[config.mk]
export PLATFORM = sky130hd
export DESIGN_NAME = pas_top
export DESIGN_NICKNAME = d
export VERILOG_FILES = /design/src/hw/pas_pkg.sv /design/src/hw/pas_sync.sv /design/src/hw/pas_top.sv
export SDC_FILE = /design/constraint.sdc
export NUM_CORES = 1
export LEC_CHECK = 0
export ABC_CLOCK_PERIOD_IN_PS = 1600
export BUFFER_PORTS_ARGS = -buffer_cell sky130_fd_sc_hd__buf_2
export CAP_MARGIN = 10
export CORE_MARGIN = 2
export CORE_UTILIZATION = 41
export CTS_BUF_LIST = sky130_fd_sc_hd__clkbuf_2 sky130_fd_sc_hd__clkbuf_4 sky130_fd_sc_hd__clkbuf_8
export CTS_CLUSTER_DIAMETER = 200
export CTS_CLUSTER_SIZE = 25
export DETAILED_ROUTE_END_ITERATION = 7
export PLACE_DENSITY = 0.77
export SYNTH_ARGS = -nofsm -noshare
export SYNTH_HDL_FRONTEND = slang
export SYNTH_HIERARCHICAL = 1
export SYNTH_SLANG_ARGS = --single-unit
export TNS_END_PERCENT = 100
[constraint.sdc]
create_clock -name pclk -period 1.6 [get_ports pclk]
set_clock_uncertainty 0.05 [all_clocks]
set_input_delay 0.16 -clock pclk [delete_from_list [all_inputs] [get_ports pclk]]
set_output_delay 0.16 -clock pclk [all_outputs]
set_load 0.02 [all_outputs]
[src/hw/pas_pkg.sv]
// constants shared by the pwm auto-shutdown block
package pas_pkg;

    // ==========================================================
    // bus geometry
    localparam int unsigned ADDR_W = 8;
    localparam int unsigned DATA_W = 32;

    // ==========================================================
    // register byte addresses
    localparam logic [7:0] OFS_CTRL  = 8'h00;  // pwm_shutdown_control
    localparam logic [7:0] OFS_STAT  = 8'h04;  // sticky event status, read only
    localparam logic [7:0] OFS_CLR   = 8'h08;  // event clear, write one to clear
    localparam logic [7:0] OFS_IEN   = 8'h0C;  // event interrupt enable
    localparam logic [7:0] OFS_CFG   = 8'h10;  // restart configuration

    // ==========================================================
    // pwm_shutdown_control fields
    localparam int unsigned CTRL_W       = 8;
    localparam int unsigned FLAG_BIT     = 7;  // shutdown_event_flag
    localparam int unsigned SRC_HI       = 6;  // fault_source_select
    localparam int unsigned SRC_LO       = 4;
    localparam int unsigned AC_HI        = 3;  // pair_ac_safe_state
    localparam int unsigned AC_LO        = 2;
    localparam int unsigned BD_HI        = 1;  // pair_bd_safe_state
    localparam int unsigned BD_LO        = 0;
    localparam logic [7:0]  CTRL_RESET   = 8'h00;

    // fault source codes
    localparam logic [2:0] SRC_OFF      = 3'h0;
    localparam logic [2:0] SRC_CMP1     = 3'h1;
    localparam logic [2:0] SRC_CMP2     = 3'h2;
    localparam logic [2:0] SRC_CMP_ANY  = 3'h3;
    localparam logic [2:0] SRC_INT      = 3'h4;
    localparam logic [2:0] SRC_INT_CMP1 = 3'h5;
    localparam logic [2:0] SRC_INT_CMP2 = 3'h6;

    // ==========================================================
    // event status layout and other reset values
    localparam int unsigned EV_W        = 2;
    localparam int unsigned EV_SHUT     = 0;  // shutdown entered
    localparam int unsigned EV_RESUME   = 1;  // outputs resumed
    localparam logic [1:0]  EV_RESET    = 2'h0;
    localparam int unsigned CFG_AUTO    = 0;  // automatic restart enable
    localparam logic        CFG_RESET   = 1'h0;
    localparam int unsigned SYNC_W      = 3;  // int pin, comparator two, comparator one

endpackage

[src/hw/pas_sync.sv]
// two flip-flop synchroniser for asynchronous level inputs
`timescale 1ns/10ps
`default_nettype none

module pas_sync #(
    parameter int unsigned WIDTH = 1
) (
    input  wire logic             pclk,
    input  wire logic             presetn,
    input  wire logic [WIDTH-1:0] async_in,
    output var  logic [WIDTH-1:0] sync_out
);

    typedef struct packed {
        logic [WIDTH-1:0] meta;
        logic [WIDTH-1:0] stable;
    } pas_sync_s;

    pas_sync_s q;
    pas_sync_s d;

    // ==========================================================
    // per-bit chain; the first stage feeds only the second
    genvar i;
    generate
        for (i = 0; i < WIDTH; i++)
        begin : g_bit
            always_comb
            begin
                d.meta[i]   = async_in[i];
                d.stable[i] = q.meta[i];
            end
        end
    endgenerate

    // ==========================================================
    // state register
    always_ff @(posedge pclk or negedge presetn)
    begin
        if (!presetn)
            q <= '0;
        else
            q <= d;
    end

    assign sync_out = q.stable;

endmodule
`default_nettype wire

[src/hw/pas_top.sv]
// pwm auto-shutdown block with apb register access
// Function
// - software writes to the shutdown flag are ignored while the fault persists
// - source 000 off, 001 comparator one, 010 comparator two, 011 either
// - source 100 int low, 101 int low or cmp one, 110 int low or cmp two
// - in shutdown a and c go low, high or high impedance per pair field
// - fault is a level; shutdown lasts while the selected level is present
// - after the flag clears, pwm resumes only at the next period start
//
// The APB slave port and the address map were left to the implementer.
`timescale 1ns/10ps
`default_nettype none

module pas_top (
    input  wire logic                       pclk,
    input  wire logic                       presetn,
    input  wire logic                       psel,
    input  wire logic                       penable,
    input  wire logic                       pwrite,
    input  wire logic [pas_pkg::ADDR_W-1:0] paddr,
    input  wire logic [pas_pkg::DATA_W-1:0] pwdata,
    output var  logic [pas_pkg::DATA_W-1:0] prdata,
    output var  logic                       pready,
    output var  logic                       pslverr,
    input  wire logic                       comparator_one,
    input  wire logic                       comparator_two,
    input  wire logic                       ext_int_n,
    input  wire logic                       pwm_in_a,
    input  wire logic                       pwm_in_b,
    input  wire logic                       pwm_in_c,
    input  wire logic                       pwm_in_d,
    input  wire logic                       pwm_period_start,
    output var  logic                       pwm_out_a,
    output var  logic                       pwm_out_b,
    output var  logic                       pwm_out_c,
    output var  logic                       pwm_out_d,
    output var  logic                       pwm_oe_a,
    output var  logic                       pwm_oe_b,
    output var  logic                       pwm_oe_c,
    output var  logic                       pwm_oe_d,
    output var  logic                       irq
);
    import pas_pkg::*;

    typedef struct packed {
        logic [CTRL_W-1:0] ctrl;
        logic              auto_rst;
        logic              shut;
        logic [EV_W-1:0]   ists;
        logic [EV_W-1:0]   ien;
        logic              irq;
        logic              pready;
        logic              pslverr;
        logic [DATA_W-1:0] prdata;
        logic [3:0]        out;
        logic [3:0]        oe;
    } pas_state_s;

    pas_state_s q;
    pas_state_s d;

    logic [SYNC_W-1:0] sync_s;
    logic              cmp1_s;
    logic              cmp2_s;
    logic              int_n_s;
    logic              fault;
    logic              setup;
    logic              acc;
    logic              flag_n;
    logic [EV_W-1:0]   ev;
    logic [1:0]        ac_f;
    logic [1:0]        bd_f;

    // ==========================================================
    // pin synchronisers
    pas_sync #(
        .WIDTH(SYNC_W)
    ) u_sync (
        .pclk    (pclk),
        .presetn (presetn),
        .async_in({ext_int_n, comparator_two, comparator_one}),
        .sync_out(sync_s)
    );

    assign cmp1_s  = sync_s[0];
    assign cmp2_s  = sync_s[1];
    assign int_n_s = sync_s[2];

    // ==========================================================
    // fault source decode; level, never latched here
    always_comb
    begin
        unique case (q.ctrl[SRC_HI:SRC_LO])
            SRC_OFF:      fault = 1'b0;
            SRC_CMP1:     fault = cmp1_s;
            SRC_CMP2:     fault = cmp2_s;
            SRC_CMP_ANY:  fault = cmp1_s | cmp2_s;
            SRC_INT:      fault = !int_n_s;
            SRC_INT_CMP1: fault = !int_n_s | cmp1_s;
            SRC_INT_CMP2: fault = !int_n_s | cmp2_s;
            default:      fault = 1'b0;                  // unused code acts as off
        endcase
    end

    assign setup = psel && !penable;
    assign acc   = psel && penable && q.pready;

    // ==========================================================
    // next state: bus slave, flag, shutdown hold, events, pins
    always_comb
    begin
        d         = q;
        d.pready  = 1'b0;
        d.pslverr = 1'b0;
        flag_n    = q.ctrl[FLAG_BIT];
        ev        = EV_RESET;
        // no wait state: answer is prepared in the setup cycle
        if (setup)
        begin
            d.pready = 1'b1;
            d.prdata = '0;
            unique case (paddr)
                OFS_CTRL: d.prdata[CTRL_W-1:0] = q.ctrl;
                OFS_STAT: d.prdata[EV_W-1:0]   = q.ists;
                OFS_CLR:  d.prdata             = '0;
                OFS_IEN:  d.prdata[EV_W-1:0]   = q.ien;
                OFS_CFG:  d.prdata[CFG_AUTO]   = q.auto_rst;
                default:  d.pslverr            = 1'b1;
            endcase
        end
        // register writes take effect at the completing edge
        if (acc && pwrite && paddr == OFS_CTRL)
        begin
            d.ctrl[SRC_HI:0] = pwdata[SRC_HI:0];
            if (!fault)
                flag_n = pwdata[FLAG_BIT];
        end
        else if (q.auto_rst && !fault)
            flag_n = 1'b0;                               // automatic restart
        if (acc && pwrite && paddr == OFS_IEN)
            d.ien = pwdata[EV_W-1:0];
        if (acc && pwrite && paddr == OFS_CFG)
            d.auto_rst = pwdata[CFG_AUTO];
        // a present fault level wins over any clear
        if (fault)
            flag_n = 1'b1;
        d.ctrl[FLAG_BIT] = flag_n;
        // pair fields taken from the next control value, so pins follow a write at once
        ac_f = d.ctrl[AC_HI:AC_LO];
        bd_f = d.ctrl[BD_HI:BD_LO];
        // outputs stay safe until a period boundary after the flag drops
        if (flag_n)
            d.shut = 1'b1;
        else if (pwm_period_start)
            d.shut = 1'b0;
        ev[EV_SHUT]   = flag_n && !q.ctrl[FLAG_BIT];
        ev[EV_RESUME] = q.shut && !d.shut;
        // clear then set, so an event in the clear cycle survives
        d.ists = q.ists;
        if (acc && pwrite && paddr == OFS_CLR)
            d.ists = q.ists & ~pwdata[EV_W-1:0];
        d.ists = d.ists | ev;
        d.irq  = |(d.ists & d.ien);
        // pin drive: pair field bit 1 floats, else bit 0 is the level
        if (d.shut)
        begin
            d.oe[0]  = !ac_f[1];
            d.oe[2]  = !ac_f[1];
            d.out[0] = !ac_f[1] && ac_f[0];
            d.out[2] = !ac_f[1] && ac_f[0];
            d.oe[1]  = !bd_f[1];
            d.oe[3]  = !bd_f[1];
            d.out[1] = !bd_f[1] && bd_f[0];
            d.out[3] = !bd_f[1] && bd_f[0];
        end
        else
        begin
            d.oe  = 4'hF;
            d.out = {pwm_in_d, pwm_in_c, pwm_in_b, pwm_in_a};
        end
    end

    // ==========================================================
    // state register
    always_ff @(posedge pclk or negedge presetn)
    begin
        if (!presetn)
        begin
            q          <= '0;
            q.ctrl     <= CTRL_RESET;
            q.auto_rst <= CFG_RESET;
            q.ists     <= EV_RESET;
            q.ien      <= EV_RESET;
        end
        else
            q <= d;
    end

    assign prdata    = q.prdata;
    assign pready    = q.pready;
    assign pslverr   = q.pslverr;
    assign irq       = q.irq;
    assign pwm_out_a = q.out[0];
    assign pwm_out_b = q.out[1];
    assign pwm_out_c = q.out[2];
    assign pwm_out_d = q.out[3];
    assign pwm_oe_a  = q.oe[0];
    assign pwm_oe_b  = q.oe[1];
    assign pwm_oe_c  = q.oe[2];
    assign pwm_oe_d  = q.oe[3];
endmodule
`default_nettype wire

======== Word level (Yosys, flattened, before mapping) ========
Cells that the tools add are included.
word-level totals
  flip-flop bits (word level) ............. 39
  bits of input ports ..................... 53
  output and inout port bits .............. 43
  word-level logic and storage cells ...... 69
operators by class
  equal/unequal tests ..................... 10
  muxes and demuxes ....................... 15
  bitwise gates (word level) .............. 7
  reductions and logical operators ........ 23
operators with widths
  cell                                            number
  two-way mux 34 bit                              1
  == test 8 x 4 -> 1 bit (second input constant)  2
  logical AND 1 bit                               13
  == test 3 bit (second input constant)           3
  == test 8 x 3 -> 1 bit (second input constant)  1
  == test 8 x 5 -> 1 bit (second input constant)  1
  zero test 8 bit                                 1
  two-way mux 8 bit                               1
  zero test 1 bit                                 7
  == test 3 x 2 -> 1 bit (second input constant)  2
  two-way mux 1 bit                               6
  two-way mux 6 bit                               1
  one-hot mux 1 bit (6 select lines)              1
  OR reduction 5 bit                              1
  bitwise AND 2 bit                               2
  two-way mux 2 bit                               2
  two-way mux 4 bit                               1
  one-hot mux 1 bit (4 select lines)              1
  == test 3 x 1 -> 1 bit (second input constant)  1
  bitwise OR 1 bit                                3
  one-hot mux 1 bit (3 select lines)              1
  NOT 2 bit                                       1
  bitwise OR 2 bit                                1
  OR reduction 2 bit                              1

======== Logic depth before layout (Yosys ltp) ========
  depth after elaboration ................. 14
  gate-level depth with buffers ........... 6

======== Cells and area by module ========
Netlist, hierarchy kept.
modules (own cells, without submodules)
  module    instances  cells each  area each (um^2)  sequential area each (um^2)
  pas_top   1          145         1619.1            775.7
  pas_sync  1          6           150.1             150.1

======== Worst setup path before layout ========
Ideal clock, no wire load.
  path kind ............................... reg-to-reg
  from .................................... register q, in the netlist pready
  to ...................................... register q, in the netlist pwm_out_a
  library setup time ...................... 0.128 ns
  arrival time ............................ 1.728 ns
  path slack .............................. -0.306 ns
  stages on the path, launching flop included .. 6
  buffers on the path ..................... 0
  cells stage by stage .................... dfrtp_1 -> and4_1 -> and4b_4 -> mux2i_1 -> nand3_2 -> mux2_1
RTL lines
  item                line           source
  start: declaration  pas_top.sv:59  pas_state_s q;

==> run_results.csv <==
group,metric,value,unit
setup_path,cp.arrival,1.84,ns
clocking,root_buffer,"clkbuf_8",
cells_and_area,diodes,0,
yosys,syn_area_per_cell,11.72,um2
outcome,violations,"setup timing",
drt,drt_wl_total,3670,um
global_route,gr-total-overflow,0,
yosys,synth_area,1769,um2
outcome,status,"finished with violations",
power_and_ir_drop,p_per_area,866.5,nW/um2
yosys,ys_ff_latch,37,
cells_and_area,layout_common_cells,"47 x buf_2, 37 x dfrtp_1, 24 x conb_1",
timing,rsz0062_at_grt,"yes",
cells_and_area,areaGrowthSynthToFinish,31.54,%
clocking,clockBufferDepth,2,
place,gp_congestion,0.8564,
clocking,cts_max_level,2,
job,maxCapViolations,0,
cells_and_area,fillers,340,
power_and_ir_drop,fin_total_pwr,2.016,mW
timing,hold_viol_final,0,
floorplan,dieArea,4857,um2
timing,period_share,107.5,%
drt,dr.pass1.iters,4,
timing,setup_viol,13,
timing,setup_ws,-0.1199,ns
timing,min_period,1.720,ns
drt,antenna_left,0,
worst_hold_path,hp-class,"in2reg",
drt,viasPerCell,4.690,
drt,drt_iter0_markers,88,
drt,drc,0,
setup_path,end_kind,"flip-flop",
drt,wl_per_cell,13.69,um
setup_path,worstSetupStartpointType,"flip-flop",
clocking,numCtsBuffers,5,
power_and_ir_drop,ir_drop,0.0005458,V
global_route,grt_pass1_vias,1287,
global_route,grt_max_degree,38,
setup_path,cp_slowest_cell,"dfrtp_1",
cells_and_area,layout-drive-gt1-share,47.71,%
floorplan,core_area,4086,um2
cells_and_area,fin_nets,271,
timing,finalMaxSlewViolations,0,
setup_path,worstPathMaxFanout,5,
clocking,clock-sinks,37,
setup_path,critical_path.top_delay_family,"simple AND/OR/NAND/NOR gates",
global_route,grt_pass1_wl,5968,um
floorplan,num_io_pins,96,
global_route,antenna_found_initial,0,
global_route,grt_usage,15.48,%
drt,vias,1257,
yosys,synthDistinctLibCells,32,
clocking,clock_latency,0.29,ns
setup_path,crit_chain,"and4_1 > and4b_4 > mux2i_4 > nand3_4 > mux2_4",
place,io_buffers,47,
timing,max_freq,581.4,MHz
timing,hold_ws,0.05286,ns
cells_and_area,mostFrequentLayoutCell,"buf_2",
clocking,clkTransAtPathRegs,0.07,ns
clocking,cts_tree,"done",
place,hpwl,2552,um
floorplan,start_util,43.29,%
setup_path,critical_path_class,"reg2reg",
cells_and_area,final_core_util,56.95,%
yosys,netlist_instances,151,
power_and_ir_drop,p_leak,1.184,nW
floorplan,fp-row-count,23,
floorplan,die_width,69.69,um
setup_path,crit_required,1.72,ns
yosys,synth.yosys.seq_area_share,52.33,%
setup_path,critPathBufInv,0,
floorplan,dieHeight,69.69,um
yosys,yosysWarningCount,6,
setup_path,cpPeakStageDelay,0.34,ns
## metrics by stage
stage	setup TNS, ns	instance area, um2	setup WS, ns	cells
6_report	-0.7845	2327	-0.1199	268
5_1_grt	-1.675	2327	-0.1882	268
4_1_cts	-0.5890	2257	-0.1374	266
3_5_place_dp	-1.575	2013	-0.2901	251
3_3_place_gp	-1.276	2013	-0.2386	251
2_1_floorplan	-1.154	1859	-0.2668	174
## power breakdown
part | switching (mW) | total, mW | internal [mW]
logic | 0.156 | 0.262 | 0.106
clock network | 0.316 | 0.768 | 0.453
registers | 0.0154 | 0.986 | 0.970
total | 0.487 | 2.02 | 1.53
## cell families (layout without fill, tap and decap cells)
logic type,after synthesis,count (layout),share of synthesized area (%)
other,1,24,0.2120
flip-flops,37,37,52.33
multiplexers,18,18,11.17
AO/OA/AOI/OAI,21,21,8.840
AND/OR/NAND/NOR,34,34,11.46
buffers and inverters,40,84,15.98
## cells in the mapped netlist
cell type / n / area [um2]
a41o_1: 1 / 10.01
dfrtp_1: 37 / 925.9
o221ai_1: 1 / 8.760
nand2b_1: 5 / 31.28
and4b_4: 1 / 13.76
and2_2: 1 / 7.510
o21ai_1: 1 / 5.000
nand3b_1: 2 / 15.01
buf_4: 35 / 262.8
o41ai_1: 1 / 8.760
and4_1: 1 / 8.760
a22o_1: 7 / 61.31
mux2_1: 2 / 22.52
and3_1: 1 / 6.260
nor2b_1: 1 / 6.260
mux2i_1: 4 / 40.04
clkbuf_2: 1 / 5.000
nor3_1: 3 / 15.01
nand2_1: 10 / 37.54
nor2_1: 4 / 15.01
nand3_1: 3 / 15.01
a21oi_1: 3 / 15.01
o21ai_0: 4 / 20.02
conb_1: 1 / 3.750
nor4_4: 1 / 21.27
o41a_1: 1 / 11.26
inv_1: 3 / 11.26
clkbuf_1: 1 / 3.750
o21a_1: 1 / 7.510
mux2_2: 12 / 135.1
a2111oi_0: 1 / 8.760
nand3_2: 1 / 10.01
## sequential cells by signal (all words and copies together) (netlist names)
register and cells:
irq 1, prdata 8, pready 1, pslverr 1
pwm_oe_b 1, pwm_oe_c 1, pwm_out_a 1, pwm_out_b 1
pwm_out_c 1, pwm_out_d 1, q 14, u_sync/d 3
u_sync/sync_out 3
## cell type report
class / count / area, um2 / share of cell area (%)
flip-flops and latches: 37 / 925.9 / 39.78
repair buffers: 74 / 479.2 / 20.59
clock inverters: 2 / 35.03 / 1.505
inverters: 3 / 11.26 / 0.4839
well taps: 50 / 62.56 / 2.688
multi-input cells: 97 / 744.5 / 31.99
clock buffers: 5 / 68.82 / 2.957
## metal layers
| metal | share of wire, % | routed length (um) | GRT usage, % | vias up |
|---|---|---|---|---|
| met3 | 7.6 | 280 | 5.087 | 6 |
| met5 | 0 | 0 | 0 | - |
| li1 | - | - | - | 605 |
| met1 | 43 | 1595 | 19.21 | 592 |
| met2 | 47 | 1737 | 25.53 | 54 |
| met4 | 1.5 | 55 | 5.128 | 0 |
## worst paths after layout
check	start	endpoint	slack, ns	depth (start not counted)
hold / removal	pwm_in_c	pwm_out_c$_DFF_PN0_	0.05	2
min in group asynchronous	presetn	u_sync/d[1]$_DFF_PN0_	0.39	3
max in group asynchronous	presetn	irq$_DFF_PN0_	0.79	3
setup / recovery	pready$_DFF_PN0_	pwm_out_c$_DFF_PN0_	-0.12	5
setup reg to reg	pready$_DFF_PN0_	pwm_out_c$_DFF_PN0_	-0.12	5
hold reg to reg	u_sync/d[0]$_DFF_PN0_	u_sync/sync_out[0]$_DFF_PN0_	0.30	0
## timing repair
item	4_1_cts	5_1_grt
setup endpoints to repair	9	17
setup buffers	4	2
gates resized for setup	12	15
pin swaps	7	1
hold buffers	4	0
cloned	0	0
hold endpoints to repair	40	0
(Power assumes the default switching activity.)
